<file path="src/design/rtp_pkg.sv">
// Shared constants and types for the three-wire host port of the calendar clock
package rtp_pkg;

   // ***************************************************************
   // Serial framing
   // ***************************************************************
   localparam int unsigned CMD_BITS  = 8;
   localparam int unsigned DATA_BITS = 8;
   localparam int unsigned BIT_CNT_W = 4;

   // ***************************************************************
   // Timebase
   // ***************************************************************
   localparam int unsigned CLK_HZ      = 250_000_000;
   localparam int unsigned TICK_HZ     = 32_768;
   localparam int unsigned TICK_DIV    = CLK_HZ / TICK_HZ;
   localparam int unsigned TICKS_SEC   = 32_768;
   localparam int unsigned SEC_MIN     = 60;
   localparam int unsigned HALF_MIN    = 30;
   localparam int unsigned LAST_YEAR   = 99;
   localparam int unsigned USER_DIV_W  = 15;

   // ***************************************************************
   // Interrupt source selection
   // ***************************************************************
   typedef enum logic [2:0] {
      RTP_SRC_OFF,
      RTP_SRC_ALARM1,
      RTP_SRC_ALARM2,
      RTP_SRC_USER_FREQ,
      RTP_SRC_MIN_PER1,
      RTP_SRC_MIN_PER2,
      RTP_SRC_TIMEBASE
   } rtp_src_t;

   localparam logic [2:0] SRC_RESET = 3'h0;

   // Register indices carried by the command byte
   localparam logic [3:0] REG_STATUS1 = 4'h0;
   localparam logic [3:0] REG_STATUS2 = 4'h1;
   localparam logic [3:0] REG_SECOND  = 4'h2;
   localparam logic [3:0] REG_MINUTE  = 4'h3;
   localparam logic [3:0] REG_HOUR    = 4'h4;
   localparam logic [3:0] REG_DAY     = 4'h5;
   localparam logic [3:0] REG_MONTH   = 4'h6;
   localparam logic [3:0] REG_YEAR    = 4'h7;
   localparam logic [3:0] REG_ALARM1  = 4'h8;
   localparam logic [3:0] REG_ALARM2  = 4'h9;
   localparam logic [3:0] REG_USERDIV = 4'hA;
   localparam int unsigned CMD_READ_BIT = 7;

   // Status register 1 field: power-fail flag
   localparam int unsigned ST1_POWER_FLAG = 0;

   typedef struct packed {
      logic [6:0] minute;
      logic [4:0] hour;
      logic [4:0] day;
      logic [3:0] month;
      logic [6:0] year;
   } rtp_cal_t;

   typedef struct packed {
      logic o;
      logic oe;
   } rtp_od_t;

endpackage : rtp_pkg

</file>
<file path="src/design/rtp_calendar.sv">
// Calendar counter driven by the 32.768 kHz tick enable
`timescale 1ns/10ps
`default_nettype none
module rtp_calendar
   import rtp_pkg::*;
(
   input  wire logic          clk_i,
   input  wire logic          rst_i,
   input  wire logic          tick_i,
   input  wire logic          wr_i,
   input  wire logic [3:0]    wr_reg_i,
   input  wire logic [7:0]    wr_data_i,
   output logic               sec_pulse_o,
   output logic [5:0]         second_o,
   output rtp_pkg::rtp_cal_t  cal_o
);
   logic [14:0] sub;
   logic [4:0]  last_day;
   logic        leap;
   logic        sec_end;

   // Every year divisible by four is leap inside the 2000-2099 span
   assign leap    = (cal_o.year[1:0] == 2'h0);
   assign sec_end = tick_i && (sub == 15'(TICKS_SEC - 1));
   always_comb begin
      unique case (cal_o.month)
         4'h2:    last_day = leap ? 5'h1D : 5'h1C;
         4'h4, 4'h6, 4'h9, 4'hB: last_day = 5'h1E;
         default: last_day = 5'h1F;
      endcase
   end

   always_ff @(posedge clk_i or posedge rst_i) begin
      if (rst_i) begin
         sub         <= 15'h0000;
         second_o    <= 6'h00;
         sec_pulse_o <= 1'b0;
         cal_o       <= '{7'h00, 5'h00, 5'h01, 4'h1, 7'h00};
      end else begin
         sec_pulse_o <= sec_end;
         if (tick_i) sub <= sub + 15'h0001;
         if (wr_i) begin
            unique case (wr_reg_i)
               REG_SECOND: second_o   <= wr_data_i[5:0];
               REG_MINUTE: cal_o.minute <= wr_data_i[6:0];
               REG_HOUR:   cal_o.hour <= wr_data_i[4:0];
               REG_DAY:    cal_o.day  <= wr_data_i[4:0];
               REG_MONTH:  cal_o.month <= wr_data_i[3:0];
               REG_YEAR:   cal_o.year <= wr_data_i[6:0];
               default: ;
            endcase
         end else if (sec_end) begin
            second_o <= second_o + 6'h01;
            if (second_o == 6'(SEC_MIN - 1)) begin
               second_o <= 6'h00;
               cal_o.minute <= cal_o.minute + 7'h01;
               if (cal_o.minute == 7'h3B) begin
                  cal_o.minute <= 7'h00;
                  cal_o.hour <= cal_o.hour + 5'h01;
                  if (cal_o.hour == 5'h17) begin
                     cal_o.hour <= 5'h00;
                     cal_o.day  <= cal_o.day + 5'h01;
                     if (cal_o.day == last_day) begin
                        cal_o.day   <= 5'h01;
                        cal_o.month <= cal_o.month + 4'h1;
                        if (cal_o.month == 4'hC) begin
                           cal_o.month <= 4'h1;
                           cal_o.year  <= (cal_o.year == 7'(LAST_YEAR))
                                          ? 7'h00 : cal_o.year + 7'h01;
                        end
                     end
                  end
               end
            end
         end
      end
   end
endmodule : rtp_calendar
`default_nettype wire

</file>
<file path="src/design/rtp_host_port.sv">
// Three-wire serial host port, interrupt pin and timebase of the clock
`timescale 1ns/10ps
`default_nettype none
module rtp_host_port
   import rtp_pkg::*;
#(
   parameter int unsigned TICK_DIVIDE = TICK_DIV
)(
   input  wire logic clk_i,
   input  wire logic rst_i,
   input  wire logic chip_sel_i,
   input  wire logic serial_clk_i,
   input  wire logic serial_data_i,
   input  wire logic low_supply_i,
   output logic      serial_data_o,
   output logic      serial_data_oe_o,
   output logic      int_o,
   output logic      int_oe_o
);
   import rtp_pkg::*;

   initial begin
      // The divider counter is 16 bits wide
      if (TICK_DIVIDE < 2 || TICK_DIVIDE > 65536)
         $error("TICK_DIVIDE out of range");
   end

   // ***************************************************************
   // Timebase tick: stands in for the crystal divider
   // ***************************************************************
   logic [15:0] div_cnt;
   logic        tick;
   logic        tb_phase;
   wire         div_end = (div_cnt == 16'(TICK_DIVIDE - 1));

   always_ff @(posedge clk_i or posedge rst_i) begin
      if (rst_i) begin
         div_cnt  <= 16'h0000;
         tick     <= 1'b0;
         tb_phase <= 1'b0;
      end else begin
         div_cnt <= div_end ? 16'h0000 : div_cnt + 16'h0001;
         tick    <= div_end;
         if (div_end) tb_phase <= ~tb_phase;
      end
   end

   // ***************************************************************
   // Serial shifter
   // ***************************************************************
   typedef enum logic [1:0] {ST_IDLE, ST_CMD, ST_WRITE, ST_READ} st_t;
   st_t            state;
   logic           sclk_q;
   logic [7:0]     shreg;
   logic [3:0]     bitcnt;
   logic [3:0]     reg_idx;
   logic           wr_stb;
   logic [7:0]     wr_byte;
   logic [7:0]     rd_byte;

   // Chip select gates the edge detector, so clock noise never counts
   wire rise   = chip_sel_i && serial_clk_i && !sclk_q;
   wire last   = (bitcnt == 4'(CMD_BITS - 1));
   wire [7:0] in_byte = {shreg[6:0], serial_data_i};

   always_ff @(posedge clk_i or posedge rst_i) begin
      if (rst_i) begin
         state   <= ST_IDLE;
         sclk_q  <= 1'b0;
         shreg   <= 8'h00;
         bitcnt  <= 4'h0;
         reg_idx <= 4'h0;
         wr_stb  <= 1'b0;
         wr_byte <= 8'h00;
      end else begin
         sclk_q <= serial_clk_i;
         wr_stb <= 1'b0;
         if (!chip_sel_i) begin
            state  <= ST_IDLE;
            bitcnt <= 4'h0;
         end else begin
            unique case (state)
               ST_IDLE: begin
                  state  <= ST_CMD;
                  bitcnt <= 4'h0;
               end
               ST_CMD: if (rise) begin
                  shreg  <= in_byte;
                  bitcnt <= last ? 4'h0 : bitcnt + 4'h1;
                  if (last) begin
                     reg_idx <= in_byte[3:0];
                     state   <= in_byte[CMD_READ_BIT] ? ST_READ : ST_WRITE;
                  end
               end
               ST_WRITE: if (rise) begin
                  shreg  <= in_byte;
                  bitcnt <= last ? 4'h0 : bitcnt + 4'h1;
                  if (last) begin
                     wr_stb  <= 1'b1;
                     wr_byte <= in_byte;
                     reg_idx <= reg_idx + 4'h1;
                  end
               end
               // Advance on the rise: the host samples the bit before it
               ST_READ: if (rise) begin
                  bitcnt <= last ? 4'h0 : bitcnt + 4'h1;
                  if (last) reg_idx <= reg_idx + 4'h1;
               end
               default: state <= ST_IDLE;
            endcase
         end
      end
   end

   // ***************************************************************
   // Status, alarms and user frequency
   // ***************************************************************
   logic [7:0] status1;
   logic [2:0] int_src;
   logic [6:0] alarm1;
   logic [6:0] alarm2;
   logic [USER_DIV_W-1:0] user_div;
   logic [USER_DIV_W-1:0] user_cnt;
   logic       user_wave;
   logic       sec_pulse;
   logic [5:0] second;
   rtp_cal_t   cal;
   logic       pwr_seen;

   rtp_calendar u_cal (
      .clk_i       (clk_i),
      .rst_i       (rst_i),
      .tick_i      (tick),
      .wr_i        (wr_stb),
      .wr_reg_i    (reg_idx - 4'h1),
      .wr_data_i   (wr_byte),
      .sec_pulse_o (sec_pulse),
      .second_o    (second),
      .cal_o       (cal)
   );

   wire wr_status1 = wr_stb && (reg_idx - 4'h1 == REG_STATUS1);
   wire wr_status2 = wr_stb && (reg_idx - 4'h1 == REG_STATUS2);
   wire low_sup_ev = low_supply_i || !pwr_seen;

   always_ff @(posedge clk_i or posedge rst_i) begin
      if (rst_i) begin
         status1  <= 8'h00;
         pwr_seen <= 1'b0;
         int_src  <= SRC_RESET;
         alarm1   <= 7'h00;
         alarm2   <= 7'h00;
         user_div <= '0;
         user_cnt <= '0;
         user_wave <= 1'b0;
      end else begin
         pwr_seen <= 1'b1;
         // A new low-supply event beats a host clear in the same cycle
         if (wr_status1) status1 <= wr_byte;
         if (low_sup_ev) status1[ST1_POWER_FLAG] <= 1'b1;
         if (wr_status2) int_src <= wr_byte[2:0];
         if (wr_stb && reg_idx - 4'h1 == REG_ALARM1) alarm1 <= wr_byte[6:0];
         if (wr_stb && reg_idx - 4'h1 == REG_ALARM2) alarm2 <= wr_byte[6:0];
         if (wr_stb && reg_idx - 4'h1 == REG_USERDIV)
            user_div <= {wr_byte[6:0], 8'h00};
         if (tick) begin
            user_cnt <= (user_cnt >= user_div) ? '0 : user_cnt + 1'b1;
            if (user_cnt >= user_div) user_wave <= ~user_wave;
         end
      end
   end

   // Read data selection
   always_comb begin
      unique case (reg_idx)
         REG_STATUS1: rd_byte = status1;
         REG_STATUS2: rd_byte = {5'h00, int_src};
         REG_SECOND:  rd_byte = {2'h0, second};
         REG_MINUTE:  rd_byte = {1'b0, cal.minute};
         REG_HOUR:    rd_byte = {3'h0, cal.hour};
         REG_DAY:     rd_byte = {3'h0, cal.day};
         REG_MONTH:   rd_byte = {4'h0, cal.month};
         REG_YEAR:    rd_byte = {1'b0, cal.year};
         default:     rd_byte = 8'h00;
      endcase
   end

   // ***************************************************************
   // Pin drivers
   // ***************************************************************
   wire a1_hit  = (cal.minute == alarm1) && (second == 6'h00);
   wire a2_hit  = (cal.minute == alarm2) && (second == 6'h00);
   wire min_hit = (second == 6'h00);
   wire half_lo = (second < 6'(HALF_MIN));
   logic int_active;

   always_comb begin
      unique case (int_src)
         3'(RTP_SRC_ALARM1):    int_active = a1_hit;
         3'(RTP_SRC_ALARM2):    int_active = a2_hit;
         3'(RTP_SRC_USER_FREQ): int_active = user_wave;
         3'(RTP_SRC_MIN_PER1):  int_active = min_hit;
         3'(RTP_SRC_MIN_PER2):  int_active = half_lo;
         3'(RTP_SRC_TIMEBASE):  int_active = tb_phase;
         default:               int_active = 1'b0;
      endcase
   end

   wire rd_bit = rd_byte[3'(CMD_BITS - 1) - bitcnt[2:0]];
   wire drive_low = chip_sel_i && (state == ST_READ) && !rd_bit;

   always_ff @(posedge clk_i or posedge rst_i) begin
      if (rst_i) begin
         serial_data_o    <= 1'b0;
         serial_data_oe_o <= 1'b0;
         int_o            <= 1'b0;
         int_oe_o         <= 1'b0;
      end else begin
         serial_data_o    <= 1'b0;
         serial_data_oe_o <= drive_low;
         int_o            <= 1'b0;
         int_oe_o         <= int_active;
      end
   end

   // ***************************************************************
   // Checks
   // ***************************************************************
   chk_deselect_release: assert property (@(posedge clk_i) disable iff (rst_i)
      !chip_sel_i |=> !serial_data_oe_o) else $error("data driven unselected");
   chk_select_idle: assert property (@(posedge clk_i) disable iff (rst_i)
      !chip_sel_i |=> state == ST_IDLE) else $error("state not idle");
   chk_edge_ignored: assert property (@(posedge clk_i) disable iff (rst_i)
      !chip_sel_i |=> bitcnt == 4'h0) else $error("bit counted unselected");
   chk_select_cmd: assert property (@(posedge clk_i) disable iff (rst_i)
      $rose(chip_sel_i) |=> state == ST_CMD) else $error("no command phase");
   chk_bit_step: assert property (@(posedge clk_i) disable iff (rst_i)
      (state == ST_CMD && rise && bitcnt == 4'h0) |=> bitcnt == 4'h1)
      else $error("bit not counted");
   chk_pull_low: assert property (@(posedge clk_i) disable iff (rst_i)
      serial_data_o == 1'b0 && int_o == 1'b0) else $error("pin driven high");
   chk_int_follow: assert property (@(posedge clk_i) disable iff (rst_i)
      int_active |=> int_oe_o) else $error("interrupt not driven");
   chk_power_flag: assert property (@(posedge clk_i) disable iff (rst_i)
      low_supply_i |=> status1[ST1_POWER_FLAG]) else $error("flag missing");
   chk_tick_period: assert property (@(posedge clk_i) disable iff (rst_i)
      tick |=> !tick) else $error("tick too wide");
endmodule : rtp_host_port
`default_nettype wire

</file>
<file path="config.mk">
export PLATFORM = sky130hd
export DESIGN_NAME = rtp_host_port
export DESIGN_NICKNAME = d
export VERILOG_FILES = /design/src/design/rtp_pkg.sv /design/src/design/rtp_calendar.sv /design/src/design/rtp_host_port.sv
export SDC_FILE = /design/constraint.sdc
export NUM_CORES = 1
export LEC_CHECK = 0
export BUFFER_PORTS_ARGS = -buffer_cell sky130_fd_sc_hd__buf_2
export CAP_MARGIN = 0
export CORE_ASPECT_RATIO = 1.75
export CORE_MARGIN = 8
export CORE_UTILIZATION = 54
export DETAILED_ROUTE_END_ITERATION = 8
export GPL_ROUTABILITY_DRIVEN = 0
export GPL_TIMING_DRIVEN = 0
export PLACE_DENSITY = 0.82
export SETUP_SLACK_MARGIN = 0.5
export SYNTH_ARGS = -nofsm -noshare
export SYNTH_HDL_FRONTEND = slang
export SYNTH_SLANG_ARGS = --single-unit
</file>
<file path="constraint.sdc">
create_clock -name clk_i -period 9.93 [get_ports clk_i]
set_input_delay 0.993 -clock clk_i [delete_from_list [all_inputs] [get_ports clk_i]]
set_output_delay 0.993 -clock clk_i [all_outputs]
set_load 0.02 [all_outputs]
</file>
==> key figures <==
Die
  – Core area: 14800 sq um
  – DIE AREA: 19400 sq um
  – Die H: 178 um
  – Row Count: 59
  – Num ports: 10
  – Initial Util: between 50% and 60%
  – Die Wd: 109 um

Layout
  – Synth-to-layout area growth: 10.8%
  – Commonest non-fill, non-tap cell in the layout: dfrtp_1
  – # fillers: 1159
  – Diodes inserted: 0
  – Share of layout cells above drive strength 1: 14.2%
  – Nets@finish: 881
  – Most frequent cells in the layout: dfrtp_1, nand2_1, nor2_1
  – Final cell count without fillers: roughly 1000
  – Design area: 9020 sq um

Place
  – I/O Buffers: 7
  – Pre-CTS WS: just under 7000 ps
  – Dpl cells: around 1000
  – Dpl cell area: 8440 sq um
  – HPWL Detailed: 14000 um

STA
  – Relative slew slack: 47.1%
  – Fin Clk Skew: 8.23 ps
  – Setup violations, final: 0
  – RSZ-0062 raised after global routing: false
  – Final Max Slew Viols: 0
  – Tmin final: about 2900 ps
  – Setup TNS: 0 ps
  – Final period utilization: 29.0%
  – Achievable clock frequency: 0.348 GHz
  – Final worst slack: 7050 ps
  – Worst slew pin tran: 790 ps
  – Final Hold Fails: 0

Worst setup path
  – Dominant delay contributor by cell family on the critical path: compound AO/OA/AOI/OAI gates
  – Worst r2r dst: u_cal.cal_o[1]
  – Worst-path cell chain: inv_1, ha_1, o21ai_0, o22ai_1, a311o_1, buf_4, a31oi_2, or2_1, buf_2, mux2_2
  – Worst setup path category: reg -> reg
  – Buffers and inverters on the worst path: 3
  – Critical Path Stages: 10
  – CP Capture Type: register
  – Worst setup path endpoint: u_cal.cal_o[1]
  – Crit-path max cell delay: around 610 ps
  – Worst Path Max Fanout: 10
  – Worst Path Required: 10240 ps
  – RR Startpoint: u_cal.cal_o[7]
  – Setup crit start: u_cal.cal_o[7]
  – CP max-delay cell: dfstp_2
  – R2R depth: 10
  – CP Data Arrival Time: approximately 3200 ps
  – Setup crit start kind: register
  – R2R setup slack: roughly 7100 ps

Clocking
  – H-Tree Depth: 4
  – CTS tree: built
  – Worst skew pair latency: 420 ps
  – Setup Buffers After CTS: 0
  – Post-CTS Resized: 0
  – Hold_buf cts: 0
  – Total CTS buffers: 17
  – Clk Tree Root Cell: clkbuf_16
  – Clock Tree Buf Depth: 2
  – CTS sink cnt: between 100 and 150
  – Clk slew on worst S/H paths: 60 ps

Drt
  – Drt wl/cell: between 15 and 20 um
  – DRT iter0 DRCs: 551
  – DR vias/cell: 6.31
  – Vias: 6541
  – Final wirelength: about 20000 um
  – Post-route ant nets: 0
  – Number of remaining DRC errors: 0
  – Detailed Routing Iterations Pass 1: 6

Power
  – Switching share of power: 28.3%
  – Peak supply drop: approximately 130 uV
  – Internal power: 1.02 mW
  – Clock share of power: between 40% and 50%
  – Net load switching power: 0.403 mW
  – Combinational share of power: a little under an eighth
  – Static leakage: 3.98 nW
  – Power Density: 158 nW/um^2
  – Sequential power share: 43.8%

Synth
  – Yosys Warn Count: 0
  – Asr flop ratio synth: 100%
  – Distinct cells, synth: between 70 and 80
  – EDFF count, synth: 0
  – Post-Synthesis Cell Area: 8140 sq um
  – Register area share after synthesis: 44.6%
  – Syn Area/Cell: 10.0 sq um
  – Synth area leaders: dfrtp_1, mux2_2, ha_1
  – Yosys reg bits: 145
  – Post-synth top flop: dfrtp_1
  – Post-synth top area cell: dfrtp_1
  – Share of the synthesized area in the top cell type: between 40% and 50%
  – Cells after Synth: around 810

Flow run
  – Max-cap violations: 0

Min path
  – Cells on Worst Hold Path: 1
  – Worst min-delay path category: reg -> reg

GRT
  – Vias in the first global route: 6791
  – Largest net degree at the start of global routing: 80
  – Initial antenna violation count: 0
  – GRT Util Overall: 22.1%
  – First-pass GRT wire length: 33500 um
  – Gr ovfl total: 0

Run status
  – Status: completed
-- area by class of cell --
class	instances	area, sq um	area share [%]
clock inverter	13	128	1.42
sequential	145	3630	40.3
multi-input combinational	596	4220	46.8
tap	183	229	2.54
timing repair buffer	8	62.6	0.694
buffer	33	141	1.57
inverter	39	151	1.68
clock buffer	19	453	5.02
-- power groups by stage --
stage,combinational [mW],sequential [mW],clock [mW]
after floorplan,0.122,0.628,0
after global placement,0.158,0.634,0
after detailed placement,0.163,0.635,0
after CTS,0.166,0.625,0.635
after global routing,0.189,0.628,0.660
final,0.170,0.625,0.631
-- layer usage --
layer	track usage [%]	routed length (um)	vias to the layer above
li1	-	-	2995
met1	22.6	7140	3185
met2	40.4	10800	253
met3	3.98	923	108
met4	13.1	1160	0
met5	0	0	-
-- cells in the mapped netlist, types with 6 or more instances --
| library cell | n |
|---|---|
| a21oi_1 | 17 |
| a22oi_1 | 7 |
| a31oi_1 | 9 |
| and2_1 | 9 |
| and3_1 | 10 |
| and4_1 | 6 |
| clkbuf_1 | 21 |
| dfrtp_1 | 143 |
| ha_1 | 35 |
| inv_1 | 39 |
| mux2_2 | 56 |
| mux2i_1 | 19 |
| nand2_1 | 70 |
| nand3_1 | 42 |
| nand4_1 | 23 |
| nor2_1 | 58 |
| nor2b_1 | 8 |
| nor3_1 | 20 |
| nor4_1 | 8 |
| o21ai_0 | 38 |
| o22ai_1 | 7 |
| o31ai_1 | 10 |
| xnor2_1 | 26 |
| xor2_1 | 26 |
-- cell families after synthesis --
family	synth area share [%]
AND/OR/NAND/NOR	17.9
buffers and inverters	3.54
multiplexers	10.1
AO/OA/AOI/OAI	12.8
other	0.0923
flip-flops	44.6
adder cells (fa/ha/maj)	5.38
XOR/XNOR	5.60
-- registers in the layout (all words and copies together), names as in the netlist --
register          count
u_cal.cal_o          28
div_cnt              16
u_cal.sub            15
user_cnt             15
status1               8
wr_byte               8
alarm1                7
alarm2                7
shreg                 7
user_div              7
u_cal.second_o        6
bitcnt                4
reg_idx               4
int_src               3
state                 2
int_oe_o              1
pwr_seen              1
sclk_q                1
serial_data_oe_o      1
tb_phase              1
tick                  1
user_wave             1
wr_stb                1
-- how the worst min path moves through the flow --
stage | startpoint | endpoint | slack (ps)
2_1_floorplan | pwr_seen | status1[0] | 410
3_3_place_gp | pwr_seen | status1[0] | 410
3_5_place_dp | pwr_seen | status1[0] | 420
4_1_cts | pwr_seen | status1[0] | 430
5_1_grt | pwr_seen | status1[0] | 460
6_report | pwr_seen | status1[0] | 430
-- metrics by stage --
step                      util (%)  total power [mW]  hold slack (ps)
after floorplan                  -             0.751              411
after global placement        56.6             0.792              414
after detailed placement      56.9             0.798              420
after CTS                     60.8              1.42              429
after global routing          60.8              1.48              464
final                         60.8              1.43              426
-- worst register-to-register path, stage by stage (launching register included) --
cell and delay [ps]:
dfstp_2 610, inv_1 100, ha_1 210, o21ai_0 160
o22ai_1 170, a311o_1 340, buf_4 180, a31oi_2 330
or2_1 140, buf_2 180, mux2_2 340
Power figures use the tool's default switching activity.
